$ cat src/hdl/wdtdt_pkg.sv
// constants shared by the dual-timeout watchdog
package wdtdt_pkg;
  localparam int DATA_W = 32;
  localparam int ADR_W = 8;
  localparam int SEL_W = 4;
  localparam int CNT_W = 32;
  localparam int PER_W = 4;
  localparam int CNT_TOP = 31;
  // peripheral clock is the system clock divided by this
  localparam int PCLK_DIV = 2;
  localparam int REF_CLK_HZ = 200000000;
  localparam int PCLK_HZ = REF_CLK_HZ / PCLK_DIV;

  localparam logic [ADR_W-1:0] OFF_CTRL = 8'h00;
  localparam logic [ADR_W-1:0] OFF_FEED = 8'h04;

  localparam logic [DATA_W-1:0] KEY_FIRST = 32'h000000A5;
  localparam logic [DATA_W-1:0] KEY_SECOND = 32'h0000005A;

  localparam int BIT_INT_PER = 0;
  localparam int BIT_RST_PER = 4;
  localparam int BIT_WDT_EN = 8;
  localparam int BIT_INT_FLAG = 9;
  localparam int BIT_INT_EN = 10;
  localparam int BIT_RST_EN = 11;
  localparam int BIT_RST_FLAG = 31;

  localparam logic [PER_W-1:0] PER_RST = 4'h0;
  localparam logic [PER_W-1:0] PER_OFF = 4'h0;

  typedef enum logic {KEY_IDLE, KEY_HALF} wdtdt_key_type;
endpackage : wdtdt_pkg

$ cat src/hdl/wdtdt_tap.sv
// peripheral-clock tick, watchdog counter and the two expiry taps
`timescale 1ns/10ps
module wdtdt_tap #(
  // power of two of the longest timeout; lowered only to shorten runs
  parameter int TOP_BIT = wdtdt_pkg::CNT_TOP
) (
  // clock and reset
  input wire logic ref_clk,
  input wire logic arst_n,
  input wire logic ce,
  // control
  input wire logic run,
  input wire logic clear,
  input wire logic [wdtdt_pkg::PER_W-1:0] int_period,
  input wire logic [wdtdt_pkg::PER_W-1:0] rst_period,
  // expiry pulses and count
  output logic int_hit_ff,
  output logic rst_hit_ff,
  output logic [wdtdt_pkg::CNT_W-1:0] cnt_ff
);
  import wdtdt_pkg::*;

  logic tick_ff;
  logic nxt_tick;
  logic nxt_int_hit;
  logic nxt_rst_hit;
  logic [CNT_W-1:0] nxt_cnt;

  // threshold 2^(TOP_BIT - period) peripheral cycles
  function automatic logic [CNT_W-1:0] thr(input logic [PER_W-1:0] p);
    logic [CNT_W-1:0] one;
    one = {{(CNT_W-1){1'b0}}, 1'b1};
    thr = one << (TOP_BIT - int'(p));
  endfunction : thr

  always_comb begin
    nxt_tick = ~tick_ff;
    nxt_cnt = cnt_ff;
    nxt_int_hit = 1'b0;
    nxt_rst_hit = 1'b0;
    if (clear) begin
      nxt_cnt = '0;
      nxt_tick = 1'b0;
    end else if (run && tick_ff) begin
      nxt_cnt = cnt_ff + {{(CNT_W-1){1'b0}}, 1'b1};
      nxt_int_hit = (nxt_cnt == thr(int_period));
      nxt_rst_hit = (nxt_cnt == thr(rst_period));
    end
  end

  always_ff @(posedge ref_clk or negedge arst_n) begin
    if (!arst_n) begin
      tick_ff <= 1'b0;
      cnt_ff <= '0;
      int_hit_ff <= 1'b0;
      rst_hit_ff <= 1'b0;
    end else if (ce) begin
      tick_ff <= nxt_tick;
      cnt_ff <= nxt_cnt;
      int_hit_ff <= nxt_int_hit;
      rst_hit_ff <= nxt_rst_hit;
    end
  end
endmodule : wdtdt_tap

$ cat src/hdl/wdtdt_top.sv
// dual-timeout watchdog with a classic wishbone register slave
//
// Contract
// - interrupt raised after interrupt period without restart
// - system reset after reset period without restart
// - interrupt timeout is 2^(31-setting) peripheral cycles; setting 0 turns the interrupt off
// - reset timeout is 2^(31-setting) peripheral cycles
// - sixteen settings span 2^16 to 2^31
// - counter cleared by every reset, own included
// - enable accepted only after the key pair
// - completed key pair restarts the counter
// - writing zero to enable stops both events
// - power-on reset clears the enable bit
// - other resets leave the enable bit alone
// - readable flag marks a watchdog-caused reset
// - control at 0x0, feed key at 0x4
// - bit 9 sticky flag, bit 10 gates request
// - bit 11 reset enable, bit 8 enable
//
// Chosen here: the Wishbone interface to the registers.
`timescale 1ns/10ps
module wdtdt_top #(
  // power of two of the longest timeout; lowered only to shorten runs
  parameter int TOP_BIT = wdtdt_pkg::CNT_TOP
) (
  // clock, power-on reset, clock enable
  input wire logic ref_clk,
  input wire logic arst_n,
  input wire logic ce,
  // non-power-on system reset from the reset controller
  input wire logic soft_rst_i,
  // wishbone slave
  input wire logic wb_cyc_i,
  input wire logic wb_stb_i,
  input wire logic wb_we_i,
  input wire logic [wdtdt_pkg::ADR_W-1:0] wb_adr_i,
  input wire logic [wdtdt_pkg::SEL_W-1:0] wb_sel_i,
  input wire logic [wdtdt_pkg::DATA_W-1:0] wb_dat_i,
  output logic [wdtdt_pkg::DATA_W-1:0] wb_dat_o,
  output logic wb_ack_o,
  // watchdog events
  output logic irq_ff,
  output logic sys_rst_ff
);
  import wdtdt_pkg::*;

  logic ack_ff, nxt_ack;
  logic [DATA_W-1:0] dat_ff, nxt_dat;
  logic wdt_en_ff, nxt_wdt_en;
  logic int_en_ff, nxt_int_en;
  logic rst_en_ff, nxt_rst_en;
  logic int_flag_ff, nxt_int_flag;
  logic rst_flag_ff, nxt_rst_flag;
  logic armed_ff, nxt_armed;
  logic [PER_W-1:0] int_per_ff, nxt_int_per;
  logic [PER_W-1:0] rst_per_ff, nxt_rst_per;
  logic nxt_irq, nxt_sys_rst;
  wdtdt_key_type key_ff, nxt_key;

  logic take, wr_ctrl, wr_feed, rd_ctrl;
  logic restart, soft_any, int_hit, rst_hit;
  logic [DATA_W-1:0] wdata, ctrl_view;
  logic [CNT_W-1:0] cnt;

  // expand byte lanes so partial writes only touch selected bytes
  function automatic logic [DATA_W-1:0] lane_mask(
    input logic [SEL_W-1:0] sel);
    logic [DATA_W-1:0] m;
    m = '0;
    for (int i = 0; i < SEL_W; i++) begin
      m[i*8 +: 8] = {8{sel[i]}};
    end
    lane_mask = m;
  endfunction : lane_mask

  // new request taken only while ack is low; ack rises the next cycle and drops after one cycle
  assign take = wb_cyc_i && wb_stb_i && !ack_ff;
  assign wdata = wb_dat_i & lane_mask(wb_sel_i);
  assign soft_any = soft_rst_i || sys_rst_ff;

  always_comb begin
    wr_ctrl = 1'b0;
    wr_feed = 1'b0;
    rd_ctrl = 1'b0;
    if (take && wb_adr_i == OFF_CTRL) begin
      wr_ctrl = wb_we_i;
      rd_ctrl = !wb_we_i;
    end else if (take && wb_adr_i == OFF_FEED) begin
      wr_feed = wb_we_i;
    end
  end

  always_comb begin
    ctrl_view = '0;
    ctrl_view[BIT_INT_PER +: PER_W] = int_per_ff;
    ctrl_view[BIT_RST_PER +: PER_W] = rst_per_ff;
    ctrl_view[BIT_WDT_EN] = wdt_en_ff;
    ctrl_view[BIT_INT_FLAG] = int_flag_ff;
    ctrl_view[BIT_INT_EN] = int_en_ff;
    ctrl_view[BIT_RST_EN] = rst_en_ff;
    ctrl_view[BIT_RST_FLAG] = rst_flag_ff;
  end

  // feed key sequencing
  always_comb begin
    nxt_key = key_ff;
    restart = 1'b0;
    if (soft_any) begin
      nxt_key = KEY_IDLE;
    end else if (wr_feed) begin
      case (key_ff)
        KEY_IDLE: begin
          nxt_key = (wdata == KEY_FIRST) ? KEY_HALF : KEY_IDLE;
        end
        KEY_HALF: begin
          if (wdata == KEY_SECOND) begin
            restart = 1'b1;
            nxt_key = KEY_IDLE;
          end else if (wdata == KEY_FIRST) begin
            nxt_key = KEY_HALF;
          end else begin
            nxt_key = KEY_IDLE;
          end
        end
        default: nxt_key = KEY_IDLE;
      endcase
    end
  end

  wdtdt_tap #(
    .TOP_BIT(TOP_BIT)
  ) u_tap (
    .ref_clk(ref_clk),
    .arst_n(arst_n),
    .ce(ce),
    .run(wdt_en_ff),
    .clear(restart || soft_any),
    .int_period(int_per_ff),
    .rst_period(rst_per_ff),
    .int_hit_ff(int_hit),
    .rst_hit_ff(rst_hit),
    .cnt_ff(cnt)
  );

  always_comb begin
    nxt_ack = take;
    nxt_dat = rd_ctrl ? ctrl_view : '0;
    nxt_wdt_en = wdt_en_ff;
    nxt_int_en = int_en_ff;
    nxt_rst_en = rst_en_ff;
    nxt_int_per = int_per_ff;
    nxt_rst_per = rst_per_ff;
    nxt_int_flag = int_flag_ff;
    nxt_rst_flag = rst_flag_ff;
    nxt_armed = armed_ff;
    if (restart) begin
      nxt_armed = 1'b1;
    end
    if (wr_ctrl) begin
      if (wb_sel_i[0]) begin
        nxt_int_per = wdata[BIT_INT_PER +: PER_W];
        nxt_rst_per = wdata[BIT_RST_PER +: PER_W];
      end
      if (wb_sel_i[1]) begin
        nxt_int_en = wdata[BIT_INT_EN];
        nxt_rst_en = wdata[BIT_RST_EN];
        if (!wdata[BIT_WDT_EN]) begin
          nxt_wdt_en = 1'b0;
        end else if (armed_ff && !wdt_en_ff) begin
          nxt_wdt_en = 1'b1;
          nxt_armed = 1'b0;
        end
        if (wdata[BIT_INT_FLAG]) begin
          nxt_int_flag = 1'b0;
        end
      end
      if (wb_sel_i[SEL_W-1] && !wdata[BIT_RST_FLAG]) begin
        nxt_rst_flag = 1'b0;
      end
    end
    // a partial key pair or a pending interrupt does not survive a reset;
    // enable and reset enable do, so the watchdog keeps guarding
    if (soft_any) begin
      nxt_armed = 1'b0;
      nxt_int_flag = 1'b0;
    end
    // set wins over a clear in the same cycle
    if (int_hit && wdt_en_ff && int_per_ff != PER_OFF) begin
      nxt_int_flag = 1'b1;
    end
    nxt_sys_rst = rst_hit && wdt_en_ff && rst_en_ff;
    if (nxt_sys_rst) begin
      nxt_rst_flag = 1'b1;
    end
    nxt_irq = nxt_int_flag && nxt_int_en && nxt_wdt_en;
  end

  always_ff @(posedge ref_clk or negedge arst_n) begin
    if (!arst_n) begin
      ack_ff <= 1'b0;
      dat_ff <= '0;
      wdt_en_ff <= 1'b0;
      int_en_ff <= 1'b0;
      rst_en_ff <= 1'b0;
      int_per_ff <= PER_RST;
      rst_per_ff <= PER_RST;
      int_flag_ff <= 1'b0;
      rst_flag_ff <= 1'b0;
      armed_ff <= 1'b0;
      key_ff <= KEY_IDLE;
      irq_ff <= 1'b0;
      sys_rst_ff <= 1'b0;
    end else if (ce) begin
      ack_ff <= nxt_ack;
      dat_ff <= nxt_dat;
      wdt_en_ff <= nxt_wdt_en;
      int_en_ff <= nxt_int_en;
      rst_en_ff <= nxt_rst_en;
      int_per_ff <= nxt_int_per;
      rst_per_ff <= nxt_rst_per;
      int_flag_ff <= nxt_int_flag;
      rst_flag_ff <= nxt_rst_flag;
      armed_ff <= nxt_armed;
      key_ff <= nxt_key;
      irq_ff <= nxt_irq;
      sys_rst_ff <= nxt_sys_rst;
    end
  end

  assign wb_ack_o = ack_ff;
  assign wb_dat_o = dat_ff;
endmodule : wdtdt_top
$ cat config.mk
export PLATFORM = sky130hd
export DESIGN_NAME = wdtdt_top
export DESIGN_NICKNAME = d
export VERILOG_FILES = /design/src/hdl/wdtdt_pkg.sv /design/src/hdl/wdtdt_tap.sv /design/src/hdl/wdtdt_top.sv
export SDC_FILE = /design/constraint.sdc
export NUM_CORES = 1
export LEC_CHECK = 0
export BUFFER_PORTS_ARGS = -buffer_cell sky130_fd_sc_hd__buf_4
export CELL_PAD_IN_SITES_DETAIL_PLACEMENT = 0
export CELL_PAD_IN_SITES_GLOBAL_PLACEMENT = 1
export CORE_MARGIN = 4
export CORE_UTILIZATION = 41
export CTS_BUF_LIST = sky130_fd_sc_hd__clkbuf_8
export DETAILED_ROUTE_END_ITERATION = 12
export GPL_TIMING_DRIVEN = 1
export PLACE_DENSITY_LB_ADDON = 0.1
export SYNTH_ARGS = -nofsm -noshare
export SYNTH_HDL_FRONTEND = slang
export SYNTH_SLANG_ARGS = --single-unit
$ cat constraint.sdc
create_clock -name ref_clk -period 3.29 [get_ports ref_clk]
set_input_delay 0.1645 -clock ref_clk [delete_from_list [all_inputs] [get_ports ref_clk]]
set_output_delay 0.1645 -clock ref_clk [all_outputs]
set_load 0.005 [all_outputs]
==> flow_summary.ini <==
[setup_path]
critPathLaunch = u_tap.cnt_ff[5]$_DFFE_PN0P_
cp-end-kind = flop
crit_path_start_kind = flop
cp_max_fo = 11
critPathArrivalTime_ns = 3.29
r2r_start = u_tap.cnt_ff[5]$_DFFE_PN0P_
slowest_stage = or4_1
crit_chain = nand4_1 > or4_1 > nor4_1 > xnor2_1 > nor4bb_1 > a311o_1 > nand3_1 > o31ai_1
max_stage_delay_ns = 0.67
worstSetupPathType = reg -> reg
required_ns = 3.56

[synthesis]
yosys-top-cells-area = dfrtp_1 (34%), o21ai_0 (6.6%), nand2_1 (5.4%), mux2_2 (3.7%), xnor2_1 (3.3%)
synth_cell_type_count = 64
synth_area_per_cell_sq_um = 7.97
synthCells = 607
synth_area_sq_um = 4840
synth_edf_count = 0
synth_top_area_cell = dfrtp_1
synth_flop_cell = dfrtp_1
synth.ff_latch_count = 66
netlist.area_leader.share = 0.341
ys_seq_area_frac = 0.341
async_flop_share = 1.00
yosysWarnings = 0

[floorplan]
coreArea_sq_um = 11500
rows = 39
die_area_sq_um = 13600
dieWidth_um = 117
initial_core_util = 0.422
io_pins = 86
die_h_um = 117

[timing]
finalSetupViolations = 0
hold_viol = 0
finalCriticalPeriod_ns = 3.02
tns_ns = 0
tightestPinTransition_ns = 0.923
fmax_ghz = 0.331
drv_slew = 0
rsz0062_at_grt = true
slew_headroom = 0.384
clock_skew_ns = 0.00751
whs_ns = 0.0338
finalCritPeriodShare = 0.918

[cells_and_area]
final_core_util = 0.489
area_growth_pct = 15.9
nets = 708
drive_gt1_frac = 0.191
diodes = 0
multi_input_area_sq_um = 2840
regArea_sq_um = 1650
fillers = 1136

[detailed_routing]
antenna_left = 0
vias = 4745
first_iter_violations = 336
wl_per_cell_um = 17.8
drc = 0
vias_per_cell = 5.90
wl_mm = 14.3
drt_pass1_iterations = 5

[pwr]
p_leak_nw = 2.31
powerDensity_nw_per_um2 = 300
vdd_drop_max_mv = 0.203

[place]
port_buffers = 66
gp_congestion = 0.919
hpwl_mm = 10.5

[flow_run]
cap_violations = 0

[outcome]
status = complete, no violations

[hold_path]
hold_start = wb_dat_i[1]
hold_class = in -> reg

[global_routing]
grt_pass1_wl_mm = 24.1
grt_pass1_vias = 4703
grt_max_degree = 67
grt.total_usage = 0.226
grt_remaining_overflow = 0
antenna_found_initial = 0

[cts]
htree_levels = 3
clkTransAtPathRegs_ns = 0.08
cts.sinks = 66
insertion_delay_ns = 0.36
clockRootBuffer = clkbuf_8
cts_setup_buffers = 0
cts_buffer_depth = 2
cts_tree = done
cts_buffers = 9
==> metrics by stage <==
| step | total power [mW] | worst slack [ns] | cell area [sq um] | std cells |
|---|---|---|---|---|
| after floorplan | 0.908 | 0.530 | 4910 | 625 |
| after global placement | 0.979 | 0.346 | 5380 | 786 |
| after detailed placement | 0.982 | 0.282 | 5380 | 786 |
| after CTS | 1.70 | 0.260 | 5600 | 804 |
| after global routing | 1.75 | -0.0268 | 5610 | 804 |
| final | 1.68 | 0.270 | 5610 | 804 |
==> placed cells by master (no fill, tap or decap), drive strengths merged, types with 6 or more instances in the layout <==
cell type / synthesis / routed
o41ai: 7 / 7
nand4: 22 / 22
a21oi: 14 / 14
nor2: 40 / 40
nand3: 29 / 29
or3: 10 / 10
o21ai: 65 / 65
nand2: 70 / 70
conb: 1 / 19
inv: 23 / 24
clkbuf: 39 / 10
nor3b: 7 / 7
nor4: 11 / 11
nor3: 12 / 12
or4: 13 / 13
buf: 27 / 84
xnor2: 18 / 18
mux2: 16 / 16
dfrtp: 66 / 66
o31ai: 19 / 19
nand3b: 6 / 6
xor2: 6 / 6
and3: 17 / 17
mux2i: 6 / 6
==> Yosys cell counts, drive strengths merged (2+ instances only) <==
cell type	n
xnor2	18
a31oi	4
nand3b	6
o211ai	2
and2	4
a311oi	2
inv	23
or4	13
mux2i	6
o21ai	65
o31ai	19
mux2	16
or3	10
a22oi	2
nand2b	5
nor4b	2
and4	3
buf	27
nor4bb	5
nand2	70
nor3b	7
a31o	2
nor4	11
nand3	29
a21oi	14
o32ai	2
xor2	6
clkbuf	39
nor2	40
o41ai	7
or2	4
nor3	12
and3	17
dfrtp	66
nand4	22
a41oi	3
o22ai	3
nand4b	2
==> power breakdown <==
group,total [mW],internal [mW],switching [mW]
logic,0.136,0.0626,0.0735
registers,0.830,0.819,0.0111
clock network,0.718,0.366,0.353
total,1.68,1.25,0.438
==> flip-flops by register name, summed over array words and instances, names as in the netlist, 4 cells and up <==
| register | flops |
|---|---|
| int_per_ff | 4 |
| rst_per_ff | 4 |
| u_tap.cnt_ff | 32 |
| wb_dat_o | 13 |
==> cells by family after synthesis <==
group | count (synthesis) | share of synthesized area
and+or+nand+nor | 266 | 0.298
other | 1 | 0.000775
xor gates and xnor gates | 24 | 0.0434
muxes | 22 | 0.0497
adders and majority gates | 1 | 0.00259
DFF | 66 | 0.341
AOI/OAI and AO/OA | 137 | 0.177
buffers and inverters | 90 | 0.0874
==> layout make-up <==
type                       count  share of cell area
sequential                    66               0.295
clock inverter                 6              0.0103
tap                          143              0.0319
timing repair buffer          86               0.116
inverter                      24              0.0161
multi-input combinational    469               0.506
clock buffer                  10              0.0246
==> per-layer routing <==
layer | GRT usage | share of wire | up-vias | routed length (um)
li1 | - | - | 2268 | -
met1 | 0.307 | 0.46 | 2280 | 6620
met2 | 0.356 | 0.45 | 179 | 6510
met3 | 0.0446 | 0.064 | 18 | 918
met4 | 0.0887 | 0.021 | 0 | 295
met5 | 0 | 0 | - | 0
==> worst max-delay path, delay by kind of cell (launching register included) <==
family	cells	cell delay (ns)
simple gates	5	1.73
flops	1	0.53
compound gates	2	0.37
xor+xnor	1	0.30
==> repair_timing <==
action | in CTS | in global routing
gates resized for setup | 0 | 2
endpoints found under the setup margin | 0 | 2
hold buffers | 2 | 0
hold endpoints to repair | 67 | 0
==> final timing paths <==
check | to | slack, ns | depth (start not counted)
worst max-delay path | u_tap.int_hit_ff$_DFFE_PN0P_ | 0.27 | 8
worst min-delay path | int_per_ff[1]$_DFFE_PN0P_ | 0.03 | 3
worst max register to register | u_tap.int_hit_ff$_DFFE_PN0P_ | 0.27 | 8
worst min register to register | armed_ff$_DFFE_PN0P_ | 0.48 | 1
max in group asynchronous | u_tap.cnt_ff[31]$_DFFE_PN0P_ | 2.20 | 2
min in group asynchronous | u_tap.cnt_ff[6]$_DFFE_PN0P_ | 0.45 | 2
No activity file was read; power rests on OpenSTA's default activity.
